`config.mk`:
```
export PLATFORM = sky130hd
export DESIGN_NAME = drd_top
export DESIGN_NICKNAME = d
export VERILOG_FILES = /design/src/logic/drd_pkg.sv /design/src/logic/drd_sync.sv /design/src/logic/drd_decode.sv /design/src/logic/drd_top.sv
export SDC_FILE = /design/constraint.sdc
export NUM_CORES = 1
export LEC_CHECK = 0
export BUFFER_PORTS_ARGS = -buffer_cell sky130_fd_sc_hd__buf_2
export CAP_MARGIN = 20
export CORE_MARGIN = 2
export CORE_UTILIZATION = 34
export CTS_CLUSTER_DIAMETER = 80
export DETAILED_ROUTE_END_ITERATION = 10
export PLACE_DENSITY = 0.6
export SLEW_MARGIN = 0
export SYNTH_ARGS = -nofsm -noshare
export SYNTH_HDL_FRONTEND = slang
export SYNTH_SLANG_ARGS = --single-unit
```
`constraint.sdc`:
```
create_clock -name CLK_SYS -period 6.7 [get_ports CLK_SYS]
set_input_delay 0.335 -clock CLK_SYS [delete_from_list [all_inputs] [get_ports CLK_SYS]]
set_output_delay 0.335 -clock CLK_SYS [all_outputs]
set_load 0.03 [all_outputs]
```
`src/logic/drd_pkg.sv`:
```
// Constants, types and register map of the digital reference decoder
package drd_pkg;

  localparam int unsigned ADDR_W = 12;

  // Register byte addresses
  localparam logic [11:0] REG_CTRL = 12'h000;
  localparam logic [11:0] REG_DISP = 12'h004;
  localparam logic [11:0] REG_REF  = 12'h008;
  localparam logic [11:0] REG_STAT = 12'h00C;

  // Control register: input_format_select in the low bits
  localparam int unsigned CTRL_FMT_LSB = 0;
  localparam int unsigned FMT_W        = 3;
  localparam logic [2:0]  FMT_RST      = 3'h0;

  // Display register: display_unit_select, 0 to 65535
  localparam int unsigned DISP_W   = 16;
  localparam logic [15:0] DISP_RST = 16'h0000;
  localparam logic [15:0] DISP_RPM = 16'h0002;
  localparam logic [15:0] DISP_USR = 16'h0028;

  // Input format codes
  localparam logic [2:0] FMT_BCD5 = 3'h6;
  localparam logic [2:0] FMT_BIN  = 3'h7;

  // Status register fields
  localparam int unsigned ST_VALID = 0;
  localparam int unsigned ST_FMT   = 1;
  localparam int unsigned ST_DIGIT = 2;
  localparam int unsigned ST_REV   = 3;
  localparam int unsigned ST_FULL  = 4;
  localparam int unsigned ST_UNIT  = 8;
  localparam int unsigned ST_MON   = 12;

  // Largest decimal digit
  localparam logic [3:0] BCD_MAX = 4'h9;

  // Unit of the accepted reference value
  typedef enum logic [3:0] {
    UNIT_PCT_1   = 4'h0,
    UNIT_PCT_01  = 4'h1,
    UNIT_PCT_001 = 4'h2,
    UNIT_HZ_1    = 4'h3,
    UNIT_HZ_01   = 4'h4,
    UNIT_HZ_001  = 4'h5,
    UNIT_BIN     = 4'h7,
    UNIT_RPM     = 4'h8,
    UNIT_USER    = 4'h9
  } drd_unit_type;

  // Unit of the reference monitor
  typedef enum logic [1:0] {
    MON_HZ   = 2'h0,
    MON_PCT  = 2'h1,
    MON_RPM  = 2'h2,
    MON_USER = 2'h3
  } drd_mon_type;

  // Reference lines as seen at the board
  typedef struct packed {
    logic [15:0] data;
    logic        sign;
    logic        strobe;
  } drd_pins_type;

  // Result of one decode
  typedef struct packed {
    logic [15:0] mag;
    logic        reverse;
    logic        full;
    logic        fmt_bad;
    logic        digit_bad;
  } drd_dec_type;

endpackage : drd_pkg

```
`src/logic/drd_sync.sv`:
```
// Three-stage input synchroniser with agreement filter
`timescale 1ns/1ps
`default_nettype none
module drd_sync #(
  parameter int unsigned W = 20
) (
  input  wire logic         clk,
  input  wire logic         rst_n,
  input  wire logic [W-1:0] din,
  output var  logic [W-1:0] dout
);
  logic [W-1:0] st1;
  logic [W-1:0] st2;
  logic [W-1:0] st3;
  logic [W-1:0] next_dout;

  // A bit moves only once stages two and three agree
  always_comb
  begin
    for (int i = 0; i < W; i++)
    begin
      next_dout[i] = (st2[i] == st3[i]) ? st3[i] : dout[i];
    end
  end

  // Stage one feeds stage two and nothing else
  always_ff @(posedge clk or negedge rst_n)
  begin
    if (!rst_n)
    begin
      st1  <= '0;
      st2  <= '0;
      st3  <= '0;
      dout <= '0;
    end
    else
    begin
      st1  <= din;
      st2  <= st1;
      st3  <= st2;
      dout <= next_dout;
    end
  end
endmodule : drd_sync
`default_nettype wire

```
`src/logic/drd_decode.sv`:
```
// Combinational decode of the reference lines for every input format
`timescale 1ns/1ps
`default_nettype none
module drd_decode (
  input  wire logic             [2:0] fmt,
  input  wire logic                   wide,
  input  wire logic                   narrow,
  input  wire drd_pkg::drd_pins_type  pins,
  output var drd_pkg::drd_dec_type    dec
);
  import drd_pkg::*;

  // Weighted decimal sum of up to five digits
  function automatic logic [15:0] bcd_sum(input logic [3:0] d1, input logic [3:0] d2,
                                          input logic [3:0] d3, input logic [3:0] d4,
                                          input logic [3:0] d5);
    int s;
    s = int'(d1) + 10 * int'(d2) + 100 * int'(d3) + 1000 * int'(d4) + 10000 * int'(d5);
    return s[15:0];
  endfunction : bcd_sum

  // True when a digit exceeds nine
  function automatic logic bad_digit(input logic [3:0] d);
    return d > BCD_MAX;
  endfunction : bad_digit

  logic [15:0] d;

  always_comb
  begin
    d             = pins.data;
    dec.mag       = '0;
    dec.reverse   = pins.sign;
    dec.full      = 1'b0;
    dec.fmt_bad   = 1'b0;
    dec.digit_bad = 1'b0;
    if (narrow)
    begin
      if (fmt == FMT_BIN)
      begin
        dec.mag  = {8'h00, d[7:0]};
        dec.full = &d[7:0];
      end
      else if (fmt == FMT_BCD5)
      begin
        dec.fmt_bad = 1'b1;
      end
      else
      begin
        // High digit may legally reach fifteen here
        dec.mag       = bcd_sum(d[3:0], d[7:4], 4'h0, 4'h0, 4'h0);
        dec.digit_bad = bad_digit(d[3:0]);
      end
    end
    else if (fmt == FMT_BIN)
    begin
      if (wide)
      begin
        dec.mag  = d;
        dec.full = &d;
      end
      else
      begin
        dec.mag  = {4'h0, d[11:0]};
        dec.full = &d[11:0];
      end
    end
    else if (fmt == FMT_BCD5)
    begin
      // Sign line is the top data bit, so the value is always forward
      dec.reverse = 1'b0;
      dec.fmt_bad = !wide;
      dec.mag     = bcd_sum({d[2:0], 1'b0}, d[6:3], d[10:7], d[14:11],
                            {2'b00, pins.sign, d[15]});
      dec.digit_bad = bad_digit(d[6:3]) | bad_digit(d[10:7]) | bad_digit(d[14:11]);
    end
    else if (wide)
    begin
      dec.mag       = bcd_sum(d[3:0], d[7:4], d[11:8], d[15:12], 4'h0);
      dec.digit_bad = bad_digit(d[3:0]) | bad_digit(d[7:4]) |
                      bad_digit(d[11:8]) | bad_digit(d[15:12]);
    end
    else
    begin
      dec.mag       = bcd_sum(d[3:0], d[7:4], d[11:8], 4'h0, 4'h0);
      dec.digit_bad = bad_digit(d[3:0]) | bad_digit(d[7:4]) | bad_digit(d[11:8]);
    end
  end
endmodule : drd_decode
`default_nettype wire

```
`src/logic/drd_top.sv`:
```
// Digital reference decoder: pin capture, decode, hold and APB registers
`timescale 1ns/1ps
`default_nettype none
module drd_top (
  input  wire logic        CLK_SYS,
  input  wire logic        RST_N,
  // APB slave
  input  wire logic        PSEL,
  input  wire logic        PENABLE,
  input  wire logic        PWRITE,
  input  wire logic [11:0] PADDR,
  input  wire logic [31:0] PWDATA,
  output var  logic [31:0] PRDATA,
  output var  logic        PREADY,
  output var  logic        PSLVERR,
  // Reference board lines
  input  wire logic [15:0] REF_DATA_IN,
  input  wire logic        REF_SIGN_IN,
  input  wire logic        REF_STROBE_IN,
  input  wire logic        WORD_WIDTH_16_IN,
  input  wire logic        BOARD_8BIT_IN,
  // Decoded reference
  output var  logic [15:0] REF_MAG,
  output var  logic        REF_REVERSE,
  output var  logic        REF_FULL_SCALE,
  output var  logic        REF_UPDATE,
  output var  logic [3:0]  REF_UNIT,
  output var  logic [1:0]  MON_UNIT,
  output var  logic        FORMAT_FAULT
);
  import drd_pkg::*;

  localparam int unsigned SYNC_W = 20;

  // Synchronised pins
  logic [SYNC_W-1:0] pin_raw;
  logic [SYNC_W-1:0] pin_sync;
  drd_pins_type      pins;
  logic              wide;
  logic              narrow;

  // Software state
  logic [2:0]        input_format_select;
  logic [15:0]       display_unit_select;
  logic [2:0]        next_input_format_select;
  logic [15:0]       next_display_unit_select;

  // Decode path
  logic [2:0]        eff_fmt;
  drd_dec_type       dec;
  logic              accept;
  logic              ref_valid;
  logic              digit_fault;
  logic              next_ref_valid;
  logic              next_digit_fault;
  logic [15:0]       next_ref_mag;
  logic              next_ref_reverse;
  logic              next_ref_full;
  logic              next_ref_update;
  logic              next_format_fault;
  drd_unit_type      next_ref_unit;
  drd_mon_type       next_mon_unit;

  // APB
  logic              apb_done;
  logic              next_pready;
  logic [31:0]       next_prdata;
  logic              next_pslverr;

  // Every board pin passes the three-stage filter; sign and strobe are lines of their own
  assign pin_raw = {REF_DATA_IN, REF_SIGN_IN, REF_STROBE_IN,
                    WORD_WIDTH_16_IN, BOARD_8BIT_IN};

  drd_sync #(
    .W    (SYNC_W)
  ) u_sync (
    .clk  (CLK_SYS),
    .rst_n(RST_N),
    .din  (pin_raw),
    .dout (pin_sync)
  );

  // Unpack the filtered lines
  assign pins   = pin_sync[SYNC_W-1:2];
  assign wide   = pin_sync[1];
  assign narrow = pin_sync[0];

  // A display setting of 2 or more forces BCD decoding in its own units
  assign eff_fmt = (display_unit_select >= DISP_RPM &&
                    input_format_select >= FMT_BCD5) ? 3'h0 : input_format_select;

  drd_decode u_decode (
    .fmt   (eff_fmt),
    .wide  (wide),
    .narrow(narrow),
    .pins  (pins),
    .dec   (dec)
  );

  // A word is taken only while the strobe is high and the word is legal
  assign accept = pins.strobe && !dec.fmt_bad && !dec.digit_bad;

  // Reference unit from display setting and input format
  function automatic drd_unit_type unit_of(input logic [15:0] disp, input logic [2:0] fmt);
    drd_unit_type u;
    u = UNIT_HZ_001;
    if (disp >= DISP_USR)
    begin
      u = UNIT_USER;
    end
    else if (disp >= DISP_RPM)
    begin
      u = UNIT_RPM;
    end
    else if (fmt == FMT_BIN)
    begin
      u = UNIT_BIN;
    end
    else if (fmt != FMT_BCD5)
    begin
      u = drd_unit_type'({1'b0, fmt});
    end
    return u;
  endfunction : unit_of

  // Monitor unit from display setting alone
  function automatic drd_mon_type mon_of(input logic [15:0] disp);
    drd_mon_type m;
    if (disp >= DISP_USR)
    begin
      m = MON_USER;
    end
    else if (disp >= DISP_RPM)
    begin
      m = MON_RPM;
    end
    else if (disp == DISP_RST)
    begin
      m = MON_HZ;
    end
    else
    begin
      m = MON_PCT;
    end
    return m;
  endfunction : mon_of

  // Reference hold: changes only on an accepted word
  always_comb
  begin
    next_ref_mag      = REF_MAG;
    next_ref_reverse  = REF_REVERSE;
    next_ref_full     = REF_FULL_SCALE;
    next_ref_valid    = ref_valid;
    next_ref_update   = 1'b0;
    next_digit_fault  = digit_fault;
    next_format_fault = dec.fmt_bad;
    // Unit belongs to the held word, so it only moves with an accepted word
    next_ref_unit     = drd_unit_type'(REF_UNIT);
    next_mon_unit     = mon_of(display_unit_select);
    if (pins.strobe)
    begin
      next_digit_fault = dec.digit_bad;
    end
    if (accept)
    begin
      next_ref_mag     = dec.mag;
      next_ref_reverse = dec.reverse;
      next_ref_full    = dec.full;
      next_ref_unit    = unit_of(display_unit_select, eff_fmt);
      next_ref_valid   = 1'b1;
      // Pulse only on a real change so a held strobe does not chatter
      next_ref_update  = !ref_valid || dec.mag != REF_MAG ||
                         dec.reverse != REF_REVERSE;
    end
  end

  // Strobe low holds the reference and the digit fault; FORMAT_FAULT and MON_UNIT keep following
  always_ff @(posedge CLK_SYS or negedge RST_N)
  begin
    if (!RST_N)
    begin
      REF_MAG        <= '0;
      REF_REVERSE    <= 1'b0;
      REF_FULL_SCALE <= 1'b0;
      REF_UPDATE     <= 1'b0;
      REF_UNIT       <= UNIT_PCT_1;
      MON_UNIT       <= MON_HZ;
      FORMAT_FAULT   <= 1'b0;
      ref_valid      <= 1'b0;
      digit_fault    <= 1'b0;
    end
    else
    begin
      REF_MAG        <= next_ref_mag;
      REF_REVERSE    <= next_ref_reverse;
      REF_FULL_SCALE <= next_ref_full;
      REF_UPDATE     <= next_ref_update;
      REF_UNIT       <= next_ref_unit;
      MON_UNIT       <= next_mon_unit;
      FORMAT_FAULT   <= next_format_fault;
      ref_valid      <= next_ref_valid;
      digit_fault    <= next_digit_fault;
    end
  end

  // Known register address
  function automatic logic reg_hit(input logic [11:0] a);
    return a == REG_CTRL || a == REG_DISP || a == REG_REF || a == REG_STAT;
  endfunction : reg_hit

  // Read data for one address
  function automatic logic [31:0] reg_read(input logic [11:0] a);
    logic [31:0] r;
    r = '0;
    unique case (a)
      REG_CTRL: r[CTRL_FMT_LSB +: FMT_W] = input_format_select;
      REG_DISP: r[DISP_W-1:0] = display_unit_select;
      REG_REF:  r[15:0] = REF_MAG;
      REG_STAT:
      begin
        r[ST_VALID]      = ref_valid;
        r[ST_FMT]        = FORMAT_FAULT;
        r[ST_DIGIT]      = digit_fault;
        r[ST_REV]        = REF_REVERSE;
        r[ST_FULL]       = REF_FULL_SCALE;
        r[ST_UNIT +: 4]  = REF_UNIT;
        r[ST_MON +: 2]   = MON_UNIT;
      end
      default: r = '0;
    endcase
    return r;
  endfunction : reg_read

  // The transfer ends on the edge that samples PREADY high
  assign apb_done = PSEL && PENABLE && PREADY;

  // One wait state: PREADY rises on the second access cycle
  always_comb
  begin
    next_pready              = PSEL && PENABLE && !PREADY;
    next_prdata              = PRDATA;
    next_pslverr             = 1'b0;
    next_input_format_select = input_format_select;
    next_display_unit_select = display_unit_select;
    if (next_pready)
    begin
      next_prdata  = PWRITE ? 32'h0000_0000 : reg_read(PADDR);
      next_pslverr = !reg_hit(PADDR);
    end
    if (apb_done && PWRITE)
    begin
      unique case (PADDR)
        REG_CTRL: next_input_format_select = PWDATA[CTRL_FMT_LSB +: FMT_W];
        REG_DISP: next_display_unit_select = PWDATA[DISP_W-1:0];
        default:  next_input_format_select = input_format_select;
      endcase
    end
  end

  // Format resets to zero, the BCD one-percent mode
  always_ff @(posedge CLK_SYS or negedge RST_N)
  begin
    if (!RST_N)
    begin
      PREADY              <= 1'b0;
      PRDATA              <= '0;
      PSLVERR             <= 1'b0;
      input_format_select <= FMT_RST;
      display_unit_select <= DISP_RST;
    end
    else
    begin
      PREADY              <= next_pready;
      PRDATA              <= next_prdata;
      PSLVERR             <= next_pslverr;
      input_format_select <= next_input_format_select;
      display_unit_select <= next_display_unit_select;
    end
  end
endmodule : drd_top
`default_nettype wire

```
==> PnR_summary.wiki <==
{| class="wikitable"
! Metric !! Value
|-
| Number of placement rows || 64
|-
| Internal Power || 0.00305 W
|-
| Post-CTS sizing || 0
|-
| Number of buffers inserted during clock tree synthesis || 17
|-
| Number of failing setup endpoints in the final timing report || 0
|-
| Worst setup SP type || flip-flop
|-
| Layout Area Growth over Synthesis || 16.4%
|-
| Non-filler instance count after layout || 1607
|-
| Number of clock sinks || 145
|-
| Path type of the worst setup path || flip-flop to flip-flop
|-
| Placed cells || 1554
|-
| Reg-to-Reg Start || u_sync.dout[10]$_DFFE_PN0N_
|-
| Async SR Flop Fraction || 1.00
|-
| Max-slew headroom at the worst pin || 0.351
|-
| Crit path to || REF_UPDATE$_DFF_PN0_
|-
| Die H || 180 um
|-
| CP peak stage delay || 0.56 ns
|-
| GP Congestion || 0.908
|-
| ANT cells || 0
|-
| Post-CTS repair timing setup buffer count || 0
|-
| Outcome || completed
|-
| Largest net degree at the start of global routing || 85
|-
| Min Clock Period, post-route || 6.12 ns
|-
| Static leakage power || 5.73 nW
|-
| Clock slew seen by the registers of the worst setup and hold paths || 0.06 ns
|-
| Final standard cell utilization of the core || 0.400
|-
| DRT antenna net count || 0
|-
| Number of cells on the worst reg-to-reg path || 23
|-
| Effective utilization at floorplan || 0.344
|-
| Clock share of power || 0.172
|-
| Max-Cap Viols || 0
|-
| Top achievable clock speed || 0.163 GHz
|-
| Most area-consuming cells after synthesis || sky130_fd_sc_hd__dfrtp_1, sky130_fd_sc_hd__ha_1, sky130_fd_sc_hd__fa_1
|-
| Boundary Pins || 129
|-
| Syn_area_per_cell || 9.70 um2
|-
| Worst-case register-to-register setup slack || 0.58 ns
|-
| Core ar. || 0.0305 mm2
|-
| Number of antenna violations at the first check in global routing || 0
|-
| Average routed wire per standard cell || 17.3 um
|-
| Port Buffer Count || 96
|-
| Count of vias placed by the detailed router || 8387
|-
| Wire length reported by the detailed router || 27800 um
|-
| Setup repair after global routing missed its margin || no
|-
| Top FF cell, synth || sky130_fd_sc_hd__dfrtp_1
|-
| Die W || 180 um
|-
| Sw Ratio || 0.469
|-
| Synth Instances || 1082
|-
| Later-pin clock latency in the skew report || 0.43 ns
|-
| Pre-Repair DR Iteration Count || 5
|-
| Share of the cycle needed by the critical path after routing || 0.914
|-
| Synthesized flop and latch total || 145
|-
| Fraction of synthesized cell area taken by the top area cell type || 0.346
|-
| Hold Buf Count CTS || 21
|-
| Count of synthesis-stage warnings from yosys || 0
|-
| IR Drop Worst-Case VDD || 0.276 mV
|-
| Total Routing Usage GR || 0.179
|-
| Number of flops mapped to enable cells by yosys || 0
|-
| CTS tree || yes
|-
| R2R Path End || REF_UPDATE$_DFF_PN0_
|-
| Share of final-layout standard cells stronger than drive strength 1 || 0.157
|-
| Sum Neg Setup Slack || 0 ns
|-
| Number of distinct library cells after synthesis || 82
|-
| H-tree depth || 4
|-
| NetSw || 0.00270 W
|-
| Required time of the critical path || 7.00 ns
|-
| DRT iter0 DRCs || 527
|-
| Hold WC Path Type || input pin to flip-flop
|-
| Pwr per Cell Area || 471 mW/mm2
|-
| Final Max Slew Viols || 0
|-
| Share of power burned in combinational logic || 0.642
|-
| Most area-hungry cell type in the Yosys netlist || sky130_fd_sc_hd__dfrtp_1
|-
| Max Root-Sink Buffers || 2
|-
| Fraction of the yosys area taken by sequential cells || 0.346
|-
| Worst Tran Pin Value || 0.971 ns
|-
| Slowest-stage cell, CP || sky130_fd_sc_hd__dfrtp_1
|-
| Clock tree root buffer cell || sky130_fd_sc_hd__clkbuf_16
|-
| Total global routing overflow || 0
|-
| Total design power || 0.00575 W
|-
| Detailed placer's ending HPWL || 21500 um
|-
| Clock tree skew after final layout || 0.00861 ns
|-
| FILL cells || 2984
|-
| Critical Path End Type || flip-flop
|-
| Global-route wire length before repair || 45700 um
|-
| Number of global-route vias before repair || 8388
|-
| DIE AREA || 0.0323 mm2
|-
| Maximum fanout along the worst path || 9
|-
| Mean number of vias per cell || 5.22
|-
| Hold Violations, Final || 0
|-
| Sequential fraction of design power || 0.186
|-
| Critical Path Most Common Cell || sky130_fd_sc_hd__ha_1
|-
| Endpoint arrival time on the critical path || 6.43 ns
|-
| Mapped Area || 0.0105 mm2
|-
| Total number of nets in the final design || 1407
|-
| Chain of cells forming the critical path || ha_1 -> ha_1 -> inv_1 -> fa_1 -> xnor2_1 -> o2111ai_1 -> xnor2_1 -> inv_1 -> ha_1 -> o21ai_1 -> nor2b_1 -> a21oi_1 -> xor2_1 -> inv_1 -> ha_1 -> or3_1 -> o311a_1 -> nor3_1 -> nor3_1 -> a2111oi_0 -> nand4_1 -> nor4_2 -> nor2_1
|-
| Final worst hold slack || 0.134 ns
|-
| Remaining design rule violation count || 0
|-
| Launching element of the worst setup path || u_sync.dout[10]$_DFFE_PN0N_
|}
## flip-flops by register name, summed over array words and instances, names as in the netlist
register             count
u_sync.dout             20
input_format_select      3
REF_FULL_SCALE           1
PREADY                   1
digit_fault              1
u_sync.st1              20
PRDATA                  16
MON_UNIT                 2
PSLVERR                  1
u_sync.st2              20
REF_MAG                 16
FORMAT_FAULT             1
REF_UPDATE               1
display_unit_select     16
ref_valid                1
REF_REVERSE              1
REF_UNIT                 4
u_sync.st3              20
## cell type report
class                   instances  area, um2  share of cell area
multi-input cells             812       6320               0.517
flip-flops and latches        145       3630               0.297
repair buffers                135        832              0.0681
well taps                     396        495              0.0406
clock buffers                  20        457              0.0374
inverters                      87        327              0.0267
clock inverters                12        156              0.0128
## synth_stat cells, types with 4 or more instances
library cell and n:
sky130_fd_sc_hd__nor2b_1 16, sky130_fd_sc_hd__o21a_1 6, sky130_fd_sc_hd__or2_2 5, sky130_fd_sc_hd__a21o_1 10, sky130_fd_sc_hd__nor2_1 67, sky130_fd_sc_hd__a2111oi_0 4
sky130_fd_sc_hd__o22ai_1 9, sky130_fd_sc_hd__mux2_2 27, sky130_fd_sc_hd__a31oi_1 11, sky130_fd_sc_hd__nor4b_1 5, sky130_fd_sc_hd__dfrtp_1 145, sky130_fd_sc_hd__nor3b_1 9
sky130_fd_sc_hd__fa_1 34, sky130_fd_sc_hd__nand2_1 81, sky130_fd_sc_hd__o2111ai_1 7, sky130_fd_sc_hd__maj3_1 20, sky130_fd_sc_hd__o21ai_1 6, sky130_fd_sc_hd__a22oi_1 6
sky130_fd_sc_hd__or3_1 8, sky130_fd_sc_hd__inv_1 84, sky130_fd_sc_hd__o211ai_1 10, sky130_fd_sc_hd__a21oi_1 61, sky130_fd_sc_hd__a211o_1 4, sky130_fd_sc_hd__o31ai_1 9
sky130_fd_sc_hd__ha_1 106, sky130_fd_sc_hd__xnor2_1 23, sky130_fd_sc_hd__o21ai_0 63, sky130_fd_sc_hd__and3_1 4, sky130_fd_sc_hd__buf_2 8, sky130_fd_sc_hd__a211oi_1 13
sky130_fd_sc_hd__and2_1 7, sky130_fd_sc_hd__nor4_1 7, sky130_fd_sc_hd__xor2_1 16, sky130_fd_sc_hd__buf_4 17, sky130_fd_sc_hd__nand4_1 5, sky130_fd_sc_hd__mux2i_1 14
sky130_fd_sc_hd__nand3b_1 4, sky130_fd_sc_hd__nand2b_1 13, sky130_fd_sc_hd__nor3_1 21, sky130_fd_sc_hd__clkbuf_1 25, sky130_fd_sc_hd__nand3_1 25
## stage by stage
step,area (um2),setup WS [ns]
2_1_floorplan,10600,1.10
3_3_place_gp,11400,0.672
3_5_place_dp,11400,0.663
4_1_cts,12200,0.601
5_1_grt,12200,0.0271
6_report,12200,0.576
## placed cells by master (no fill, tap or decap), types with 11 or more instances in the layout
master,count
sky130_fd_sc_hd__dfrtp_1,145
sky130_fd_sc_hd__ha_1,106
sky130_fd_sc_hd__buf_2,95
sky130_fd_sc_hd__inv_1,84
sky130_fd_sc_hd__nand2_1,81
sky130_fd_sc_hd__nor2_1,67
sky130_fd_sc_hd__o21ai_0,63
sky130_fd_sc_hd__a21oi_1,61
sky130_fd_sc_hd__fa_1,34
sky130_fd_sc_hd__mux2_2,27
sky130_fd_sc_hd__nand3_1,25
sky130_fd_sc_hd__xnor2_1,23
sky130_fd_sc_hd__nor3_1,21
sky130_fd_sc_hd__dlygate4sd3_1,21
sky130_fd_sc_hd__maj3_1,20
sky130_fd_sc_hd__buf_4,18
sky130_fd_sc_hd__clkbuf_16,17
sky130_fd_sc_hd__xor2_1,16
sky130_fd_sc_hd__nor2b_1,16
sky130_fd_sc_hd__conb_1,16
sky130_fd_sc_hd__mux2i_1,14
sky130_fd_sc_hd__nand2b_1,13
sky130_fd_sc_hd__a211oi_1,13
sky130_fd_sc_hd__a31oi_1,11
## per-layer routing
metal | vias to the layer above | wire, um | global-route usage
met5 | - | 0 | 0
met3 | 52 | 1220 | 0.0292
met1 | 4074 | 12400 | 0.234
li1 | 4058 | - | -
met2 | 203 | 13100 | 0.291
met4 | 0 | 1020 | 0.0813
## worst min path at each step
stage	start	end	slack, ns	cells after the start
2_1_floorplan	RST_N	FORMAT_FAULT$_DFF_PN0_	0.04	0
3_3_place_gp	u_sync.st1[6]$_DFF_PN0_	u_sync.st2[6]$_DFF_PN0_	0.33	0
3_5_place_dp	u_sync.st1[4]$_DFF_PN0_	u_sync.st2[4]$_DFF_PN0_	0.33	0
4_1_cts	PWDATA[4]	display_unit_select[4]$_DFFE_PN0P_	0.11	2
5_1_grt	PWDATA[5]	display_unit_select[5]$_DFFE_PN0P_	0.12	2
6_report	PWDATA[4]	display_unit_select[4]$_DFFE_PN0P_	0.13	2
## worst max-delay path, delay by kind of cell, from the launching register on
kind,cells,cell delay [ns]
and+or+nand+nor,7,1.50
DFF,1,0.56
xor gates and xnor gates,3,0.98
adders and majority gates,5,1.53
buffers and inverters,3,0.24
AOI/OAI and AO/OA,5,1.20
## power groups by stage
stage	Sequential [W]	Combinational (W)	Clock (W)
CTS	0.00107	0.00368	0.00101
finish	0.00107	0.00369	0.000987
global route	0.00108	0.00412	0.00105
global placement	0.00109	0.00358	0
detailed placement	0.00109	0.00364	0
floorplan	0.00112	0.00273	0
## cell families after synthesis
logic type,after synthesis,share of synthesized area
other cells,1,0.000357
simple gates,294,0.141
compound gates,258,0.162
buf+inv,140,0.0578
fa+ha+maj,160,0.210
mux,45,0.0498
xor+xnor,39,0.0325
flops,145,0.346
Power figures use the tool's default switching activity.
